$ cat config.mk
export PLATFORM = sky130hd
export DESIGN_NAME = srpf_client
export DESIGN_NICKNAME = d
export VERILOG_FILES = /design/src/rtl/srpf_pkg.sv /design/src/rtl/srpf_rx_if.sv /design/src/rtl/srpf_client.sv /design/src/rtl/srpf_rx_parser.sv
export VERILOG_INCLUDE_DIRS = /design/src /design/src/rtl
export SDC_FILE = /design/constraint.sdc
export NUM_CORES = 1
export LEC_CHECK = 0
export ABC_CLOCK_PERIOD_IN_PS = 4300
export BUFFER_PORTS_ARGS = -buffer_cell sky130_fd_sc_hd__buf_2
export CAP_MARGIN = 20
export CORE_MARGIN = 1.5
export CORE_UTILIZATION = 55
export CTS_CLUSTER_DIAMETER = 40
export DETAILED_ROUTE_END_ITERATION = 8
export PLACE_DENSITY = 0.76
export SETUP_SLACK_MARGIN = 0.4
export SYNTH_ARGS = -nofsm -noshare
export SYNTH_HDL_FRONTEND = slang
export SYNTH_SLANG_ARGS = --single-unit
$ cat constraint.sdc
create_clock -name clock -period 4.3 [get_ports clock]
set_input_delay 0.43 -clock clock [delete_from_list [all_inputs] [get_ports clock]]
set_output_delay 0.43 -clock clock [all_outputs]
set_load 0.005 [all_outputs]
$ cat src/rtl/srpf_regs.svh
// Purpose: Constants for the serial RPC packet client.
// Assumes: 125 MHz clock, byte-wide link.
// Notes: Definitions only.
`ifndef SRPF_REGS_SVH
`define SRPF_REGS_SVH
`define SRPF_PACKET_START_MARKER 8'hac
`define SRPF_PARAM_LEN 8'h05
`define SRPF_SYSINFO_LEN 8'h10
`define SRPF_PORTINFO_LEN 8'h11
`define SRPF_EVENT_BYTES 8'h03
`define SRPF_EVENT_MAX 8'h48
`define SRPF_GET_SYSTEM_INFO_CALL 8'h02
`define SRPF_GET_PORT_INFO_CALL 8'h08
`define SRPF_LAST_TX_IDX 4'h8
`define SRPF_TIMEOUT_MS 1000
`define SRPF_CLK_KHZ 125000
`define SRPF_TIMEOUT_CYCLES (`SRPF_TIMEOUT_MS * `SRPF_CLK_KHZ)
`define SRPF_TMR_W 27
`endif

$ cat src/rtl/srpf_pkg.sv
// Purpose: Types of the serial RPC packet client.
// Assumes: Constants come from srpf_regs.svh.
// Notes: Gray codes along the usual path.
`include "srpf_regs.svh"
package srpf_pkg;
  typedef enum logic [1:0] {
    SRPF_IDLE = 2'h0,
    SRPF_SEND = 2'h1,
    SRPF_WAIT = 2'h3
  } srpf_mst_t;

  typedef enum logic [2:0] {
    SRPF_HUNT = 3'h0,
    SRPF_CKS = 3'h1,
    SRPF_RTN = 3'h3,
    SRPF_LEN = 3'h2,
    SRPF_PAY = 3'h6
  } srpf_rst_t;

  typedef struct packed {
    srpf_rst_t st;
    logic [7:0] cnt;
    logic [7:0] sum;
    logic [7:0] rtn;
    logic [7:0] len;
    logic pv;
    logic [7:0] pb;
    logic [7:0] pi;
    logic done;
    logic ok;
  } srpf_rx_state_t;

  typedef struct packed {
    srpf_mst_t st;
    logic [3:0] idx;
    logic [7:0] txd;
    logic txv;
    logic [7:0] rtn;
    logic [7:0] p8;
    logic [31:0] p32;
    logic [7:0] cks;
    logic [`SRPF_TMR_W-1:0] tmr;
    logic rdy;
    logic rspv;
    logic [7:0] rrtn;
    logic [7:0] rlen;
    logic [7:0] r8;
    logic [31:0] r32;
    logic mism;
    logic lerr;
    logic tout;
    logic [6:0] evc;
    logic pv;
    logic [7:0] pb;
    logic [7:0] pi;
  } srpf_tx_state_t;
endpackage

$ cat src/rtl/srpf_rx_if.sv
// Purpose: Carries parsed reply frames from parser to client.
// Assumes: Single clock domain.
// Notes: All signals registered in the parser.
interface srpf_rx_if;
  logic pay_valid;
  logic [7:0] pay_byte;
  logic [7:0] pay_idx;
  logic frame_done;
  logic frame_ok;
  logic [7:0] routine;
  logic [7:0] length;
  modport parser (output pay_valid, pay_byte, pay_idx, frame_done, frame_ok, routine, length);
  modport client (input pay_valid, pay_byte, pay_idx, frame_done, frame_ok, routine, length);
endinterface

$ cat src/rtl/srpf_client.sv
// Purpose: Host-side serial RPC client: frames requests, checks replies.
// Assumes: tx and rx byte streams on the same clock as this block.
// Notes: One request outstanding; reply timeout abandons the call.
`include "srpf_regs.svh"
// Function
// RULE_01 - every packet starts with byte 0xac on both directions
// RULE_02 - receiver drops bytes until the start byte appears
// RULE_03 - header fields are one byte; payload holds 0 to 255 bytes
// RULE_04 - sent checksum is two's complement of 8-bit sum of later bytes
// RULE_05 - received bytes after start, checksum included, must sum to zero
// RULE_06 - length byte gives exact payload count
// RULE_07 - reply routine must match the request routine
// RULE_08 - device runs the routine and sends exactly one reply
// RULE_09 - requests always carry the parameter layout
// RULE_10 - info and event calls reply in their own layouts, others parameters
// RULE_11 - parameter layout is byte then word, length five
// RULE_12 - word parameter travels most significant byte first
// RULE_13 - device drops bad-checksum or unknown-routine packets silently
// RULE_14 - event payload is whole three-byte records, at most 72
// RULE_15 - system info reply length 16, port info reply length 17
// RULE_16 - no reply within one second counts as a link error
// RULE_17 - link order is start, checksum, routine, length, payload
module srpf_client #(
  parameter logic [7:0] GET_EVENTS_CALL = 8'h00,
  parameter int unsigned TIMEOUT_CYCLES = `SRPF_TIMEOUT_CYCLES
) (
  input wire logic clock,
  input wire logic sys_rst,
  input wire logic req_valid,
  output logic req_ready,
  input wire logic [7:0] req_routine,
  input wire logic [7:0] req_byte_param,
  input wire logic [31:0] req_word_param,
  output logic tx_valid,
  input wire logic tx_ready,
  output logic [7:0] tx_data,
  input wire logic rx_valid,
  input wire logic [7:0] rx_data,
  output logic rsp_valid,
  output logic [7:0] rsp_routine,
  output logic [7:0] rsp_length,
  output logic [7:0] rsp_byte_param,
  output logic [31:0] rsp_word_param,
  output logic rsp_mismatch,
  output logic rsp_length_error,
  output logic [6:0] rsp_event_count,
  output logic rsp_timeout,
  output logic rsp_data_valid,
  output logic [7:0] rsp_data,
  output logic [7:0] rsp_data_index
);
  localparam logic [`SRPF_TMR_W-1:0] TMR_LAST = `SRPF_TMR_W'(TIMEOUT_CYCLES - 1);

  srpf_pkg::srpf_tx_state_t q, d;
  srpf_rx_if rxi ();

  srpf_rx_parser u_parser (
    .clock(clock),
    .sys_rst(sys_rst),
    .rx_valid(rx_valid),
    .rx_data(rx_data),
    .rxo(rxi.parser)
  );

  // Byte on the link for each request position
  function automatic logic [7:0] tx_byte(input logic [3:0] i, input logic [7:0] c, input logic [7:0] r,
                                         input logic [7:0] b, input logic [31:0] w);
    case (i)
      4'h0: tx_byte = `SRPF_PACKET_START_MARKER; // see RULE_01
      4'h1: tx_byte = c; // see RULE_17
      4'h2: tx_byte = r;
      4'h3: tx_byte = `SRPF_PARAM_LEN; // see RULE_11
      4'h4: tx_byte = b; // see RULE_09
      4'h5: tx_byte = w[31:24]; // see RULE_12
      4'h6: tx_byte = w[23:16];
      4'h7: tx_byte = w[15:8];
      default: tx_byte = w[7:0];
    endcase
  endfunction

  // Reply length expected from the called routine
  function automatic logic len_bad(input logic [7:0] r, input logic [7:0] l);
    if (r == `SRPF_GET_SYSTEM_INFO_CALL) begin
      len_bad = (l != `SRPF_SYSINFO_LEN); // see RULE_15
    end else if (r == `SRPF_GET_PORT_INFO_CALL) begin
      len_bad = (l != `SRPF_PORTINFO_LEN);
    end else if (r == GET_EVENTS_CALL) begin
      len_bad = (l % `SRPF_EVENT_BYTES != 8'h00) || (l / `SRPF_EVENT_BYTES > `SRPF_EVENT_MAX); // see RULE_14
    end else begin
      len_bad = (l != `SRPF_PARAM_LEN); // see RULE_10
    end
  endfunction

  // Request framing, reply capture and timeout
  always_comb begin
    logic [7:0] s;
    s = req_routine + `SRPF_PARAM_LEN + req_byte_param + req_word_param[31:24] + req_word_param[23:16]
        + req_word_param[15:8] + req_word_param[7:0];
    d = q;
    d.rspv = 1'b0;
    d.tout = 1'b0;
    d.pv = 1'b0;
    case (q.st)
      srpf_pkg::SRPF_IDLE: begin
        d.rdy = 1'b1;
        if (req_valid && q.rdy) begin
          d.rdy = 1'b0;
          d.rtn = req_routine;
          d.p8 = req_byte_param;
          d.p32 = req_word_param;
          d.cks = ~s + 8'h01; // see RULE_04
          d.idx = 4'h0;
          d.txd = `SRPF_PACKET_START_MARKER; // see RULE_01
          d.txv = 1'b1;
          d.st = srpf_pkg::SRPF_SEND;
        end
      end
      srpf_pkg::SRPF_SEND: begin
        if (tx_ready) begin
          if (q.idx == `SRPF_LAST_TX_IDX) begin
            d.txv = 1'b0;
            d.tmr = '0;
            d.st = srpf_pkg::SRPF_WAIT;
          end else begin
            d.idx = q.idx + 4'h1;
            d.txd = tx_byte(q.idx + 4'h1, q.cks, q.rtn, q.p8, q.p32);
          end
        end
      end
      srpf_pkg::SRPF_WAIT: begin
        d.tmr = q.tmr + `SRPF_TMR_W'(1);
        if (rxi.pay_valid) begin
          d.pv = 1'b1;
          d.pb = rxi.pay_byte;
          d.pi = rxi.pay_idx;
          if (rxi.pay_idx == 8'h00) begin
            d.r8 = rxi.pay_byte;
          end else if (rxi.pay_idx < 8'h05) begin
            d.r32 = {q.r32[23:0], rxi.pay_byte}; // see RULE_12
          end
        end
        if (rxi.frame_done && rxi.frame_ok) begin // see RULE_05
          d.rspv = 1'b1;
          d.rrtn = rxi.routine;
          d.rlen = rxi.length;
          d.mism = (rxi.routine != q.rtn); // see RULE_07
          d.lerr = len_bad(q.rtn, rxi.length);
          d.evc = 7'(rxi.length / `SRPF_EVENT_BYTES); // see RULE_14
          d.rdy = 1'b1;
          d.st = srpf_pkg::SRPF_IDLE;
        end else if (q.tmr == TMR_LAST) begin // see RULE_16
          d.tout = 1'b1;
          d.rdy = 1'b1;
          d.st = srpf_pkg::SRPF_IDLE;
        end
      end
      default: d.st = srpf_pkg::SRPF_IDLE;
    endcase
  end

  // State register
  always_ff @(posedge clock) begin
    if (sys_rst) begin
      q <= '0;
    end else begin
      q <= d;
    end
  end

  assign req_ready = q.rdy;
  assign tx_valid = q.txv;
  assign tx_data = q.txd;
  assign rsp_valid = q.rspv;
  assign rsp_routine = q.rrtn;
  assign rsp_length = q.rlen;
  assign rsp_byte_param = q.r8;
  assign rsp_word_param = q.r32;
  assign rsp_mismatch = q.mism;
  assign rsp_length_error = q.lerr;
  assign rsp_event_count = q.evc;
  assign rsp_timeout = q.tout;
  assign rsp_data_valid = q.pv;
  assign rsp_data = q.pb;
  assign rsp_data_index = q.pi;

  // Running sum of sent bytes after the start byte
  logic [7:0] chk_acc;
  always_ff @(posedge clock) begin
    if (sys_rst || q.st != srpf_pkg::SRPF_SEND) begin
      chk_acc <= 8'h00;
    end else if (tx_valid && tx_ready && q.idx != 4'h0) begin
      chk_acc <= chk_acc + tx_data;
    end
  end
endmodule

$ cat src/rtl/srpf_rx_parser.sv
// Purpose: Hunts packet starts and parses reply frames.
// Assumes: rx bytes come from same-clock UART or SPI logic.
// Notes: Payload is streamed before the checksum verdict.
`include "srpf_regs.svh"
module srpf_rx_parser (
  input wire logic clock,
  input wire logic sys_rst,
  input wire logic rx_valid,
  input wire logic [7:0] rx_data,
  srpf_rx_if.parser rxo
);
  srpf_pkg::srpf_rx_state_t q, d;

  // Frame walk and running sum
  always_comb begin
    logic [7:0] nsum;
    nsum = q.sum + rx_data;
    d = q;
    d.pv = 1'b0;
    d.done = 1'b0;
    if (rx_valid) begin
      case (q.st)
        srpf_pkg::SRPF_HUNT: begin
          if (rx_data == `SRPF_PACKET_START_MARKER) begin // see RULE_02
            d.st = srpf_pkg::SRPF_CKS;
          end
        end
        srpf_pkg::SRPF_CKS: begin
          d.sum = rx_data; // see RULE_05
          d.st = srpf_pkg::SRPF_RTN;
        end
        srpf_pkg::SRPF_RTN: begin
          d.sum = nsum;
          d.rtn = rx_data;
          d.st = srpf_pkg::SRPF_LEN;
        end
        srpf_pkg::SRPF_LEN: begin
          d.sum = nsum;
          d.len = rx_data;
          d.cnt = 8'h00;
          if (rx_data == 8'h00) begin // see RULE_03
            d.done = 1'b1;
            d.ok = (nsum == 8'h00);
            d.st = srpf_pkg::SRPF_HUNT;
          end else begin
            d.st = srpf_pkg::SRPF_PAY;
          end
        end
        srpf_pkg::SRPF_PAY: begin
          d.sum = nsum;
          d.pv = 1'b1;
          d.pb = rx_data;
          d.pi = q.cnt;
          d.cnt = q.cnt + 8'h01;
          if (q.cnt == q.len - 8'h01) begin // see RULE_06
            d.done = 1'b1;
            d.ok = (nsum == 8'h00); // see RULE_05
            d.st = srpf_pkg::SRPF_HUNT;
          end
        end
        default: d.st = srpf_pkg::SRPF_HUNT;
      endcase
    end
  end

  // State register
  always_ff @(posedge clock) begin
    if (sys_rst) begin
      q <= '0;
    end else begin
      q <= d;
    end
  end

  assign rxo.pay_valid = q.pv;
  assign rxo.pay_byte = q.pb;
  assign rxo.pay_idx = q.pi;
  assign rxo.frame_done = q.done;
  assign rxo.frame_ok = q.ok;
  assign rxo.routine = q.rtn;
  assign rxo.length = q.len;
endmodule
==> impl_metrics.toml <==
[status]
status = "finished, final reports clean"

[setup_path]
critPathCaptureType = "register"
cp.arrival_ns = 4.10
ff2ff_path_depth = 13
r2r_start = "u_parser.rxo.length[6]"
r2r_slack_ns = 0.72
start_kind = "input port"
crit_fanout = 4
timing.rr.end = "rsp_length_error"
path_class = "input port to register"
cp.required_ns = 4.72

[timing]
period_share = 0.857
fmax_mhz = 271
max_slew_margin = 0.275
rsz0062_at_grt = "false"
hold_slack_ns = 0.176
final.setup.tns_ns = 0
setup_viol = 0
finalCriticalPeriod_ns = 3.68
hold_violations = 0
finClkSkew_ns = 0.0171
slew_viol_final = 0
worst_slew_pin_slew_ns = 1.09

[synth]
yosysTopAreaCell = "dfxtp_1"
yosys_register_bits = 237
mappedNetlistArea_mm2 = 0.0125
synth_enable_flop_cells = 0
synth_top_area_frac = 0.380
synthArstFlopShare = 0
synth_warnings = 0
synth.area.top_cells = "dfxtp_1 (38%), nand2_1 (8.6%), a21oi_1 (6.1%), buf_4 (5.4%), nor2_1 (4.5%)"
ys_seq_area_frac = 0.380
synth_top_flop_cell = "dfxtp_1"
synth_cell_types = 80
synthCells = 1524
synth_nets = 1642
syn_avg_cell_area_um2 = 8.19

[floorplanning]
core_area_mm2 = 0.0220
fp-row-count = 54
dieWidth_um = 154
start_util = 0.567
die_area_mm2 = 0.0236
pin_count = 155
chipHeight_um = 154

[grt]
first_global_vias = 9682
grt_max_degree = 84
antenna_found_initial = 1
grt_first_pass_wirelength_um = 49900
grt_util_all_layers = 0.257
grt-ovfl-total = 0

[power_and_ir_drop]
vdd_drop_max_v = 0.000533
p_per_area_mw_per_mm2 = 447
leakage_uw = 0.00579
power.total_uw = 6230

[clock_tree]
clk_latency_ns = 0.51
cts-buffers-inserted = 35
cts_max_level = 2
cts_tree = "built"
cts_hold_buffers = 0
clkSlewWorstSetupHoldPaths_ns = 0.06
root_buffer = "clkbuf_16"
clock_sinks = 237
clockBufferDepth = 3

[worst_hold_path]
min_from = "req_word_param[7]"
hp-class = "input port to register"
hold_end = "q[127]"
min_delay_path_depth = 3

[routing]
drc = 0
viasPerCell = 5.72
drt-initial-drc-count = 769
first_pass_iters = 7
num_vias = 10664
finalWirelength_um = 30800
route.antenna.remaining_nets = 0
drt-wirelength-per-cell_um = 16.5

[finish]
final_nets = 1675
drive_above_1_share = 0.162
syn_to_final_growth_pct = 11.5
final_util = 0.632

[placement]
gp_congestion = 0.876
hpwl_um = 21300
numPortBuffers = 154

[flow_run]
max_cap_violations = 0
[worst max-delay path, cell delays in order]
cell	delay, ns
buf_2	0.12
fa_2	0.62
fa_1	0.45
fa_1	0.49
ha_1	0.38
a21o_1	0.20
a31oi_2	0.27
nor4_1	0.11
nor3_1	0.38
buf_4	0.20
a41o_1	0.17
nand3_1	0.10
a21oi_1	0.18
[how the worst max path moves through the flow]
| stage | startpoint | endpoint | slack, ns |
|---|---|---|---|
| floorplan | req_routine[1] | q[119] | 0.49 |
| global placement | req_word_param[2] | q[119] | 0.22 |
| detailed placement | req_word_param[2] | q[119] | 0.13 |
| CTS | u_parser.rxo.length[5] | rsp_length_error | 0.52 |
| global route | req_routine[1] | q[119] | 0.42 |
| finish | req_word_param[2] | q[118] | 0.62 |
[registers in the layout (all words and copies together), names as in the netlist, 7 cells and up]
name                   count
u_parser.rxo.pay_idx       8
rsp_length                 8
tx_data                    8
q                         89
rsp_event_count            7
u_parser.rxo.pay_byte      8
rsp_data                   8
u_parser.q                19
u_parser.rxo.length        8
rsp_word_param            32
rsp_routine                8
rsp_byte_param             8
rsp_data_index             8
u_parser.rxo.routine       8
[power breakdown]
| group | switching, uW | internal, uW | total (uW) |
|---|---|---|---|
| registers | 37.0 | 2250 | 2280 |
| logic | 675 | 475 | 1150 |
| clock network | 1060 | 1740 | 2790 |
| total | 1770 | 4460 | 6230 |
[routing by layer]
| layer | vias up | wire length (um) | GRT usage |
|---|---|---|---|
| met5 | - | 0 | 0 |
| met4 | 0 | 601 | 0.0712 |
| met3 | 55 | 2040 | 0.0403 |
| met2 | 365 | 14100 | 0.414 |
| met1 | 5076 | 14100 | 0.357 |
| li1 | 5168 | - | - |
[synth_stat cells, drive strengths merged (18+ instances only)]
master  instances
a211oi         18
a21oi         154
buf           105
clkbuf         69
dfxtp         237
fa             27
ha             30
inv            40
mux2i          49
nand2         289
nand3          37
nor2          153
o21ai          21
xnor2          40
xor2           38
[stage by stage]
step / instances / setup slack, ns / area [um2]
6_report: 1863 / 0.616 / 13900
5_1_grt: 1862 / 0.424 / 13900
4_1_cts: 1861 / 0.516 / 13900
3_5_place_dp: 1799 / 0.131 / 12700
3_3_place_gp: 1799 / 0.219 / 12700
2_1_floorplan: 1524 / 0.491 / 12500
[final cells by class]
| cell class | instances | area (um2) |
|---|---|---|
| clock inverters | 18 | 199 |
| clock buffers | 44 | 961 |
| well taps | 280 | 350 |
| flip-flops and latches | 237 | 4750 |
| fillers | 1890 | 8110 |
| multi-input cells | 1073 | 6610 |
| repair buffers | 170 | 897 |
| diodes | 1 | 2.50 |
| inverters | 40 | 150 |
[cells by family after synthesis]
family	share of synthesized area
AOI/OAI and AO/OA	0.145
xor gates and xnor gates	0.0547
adders and majority gates	0.0742
buffers and inverters	0.0932
DFF	0.380
muxes	0.0393
and+or+nand+nor	0.214
[cells in the final DEF, fill, tap and decap left out, drive strengths merged, types with 12 or more instances in the layout]
master | synthesis | final
a211oi | 18 | 18
a21oi | 154 | 154
a22oi | 17 | 17
and2 | 12 | 12
buf | 105 | 170
clkbuf | 69 | 44
dfxtp | 237 | 237
fa | 27 | 27
ha | 30 | 30
inv | 40 | 48
mux2i | 49 | 49
nand2 | 289 | 289
nand3 | 37 | 37
nand4 | 16 | 16
nor2 | 153 | 153
nor2b | 15 | 15
nor3 | 17 | 17
nor4 | 12 | 12
o21ai | 21 | 21
xnor2 | 40 | 40
xor2 | 38 | 38
[timing repair]
action,4_1_cts,5_1_grt
endpoints found under the setup margin,0,2
gates resized for setup,0,9
setup buffers,0,1
(Power assumes the default switching activity.)
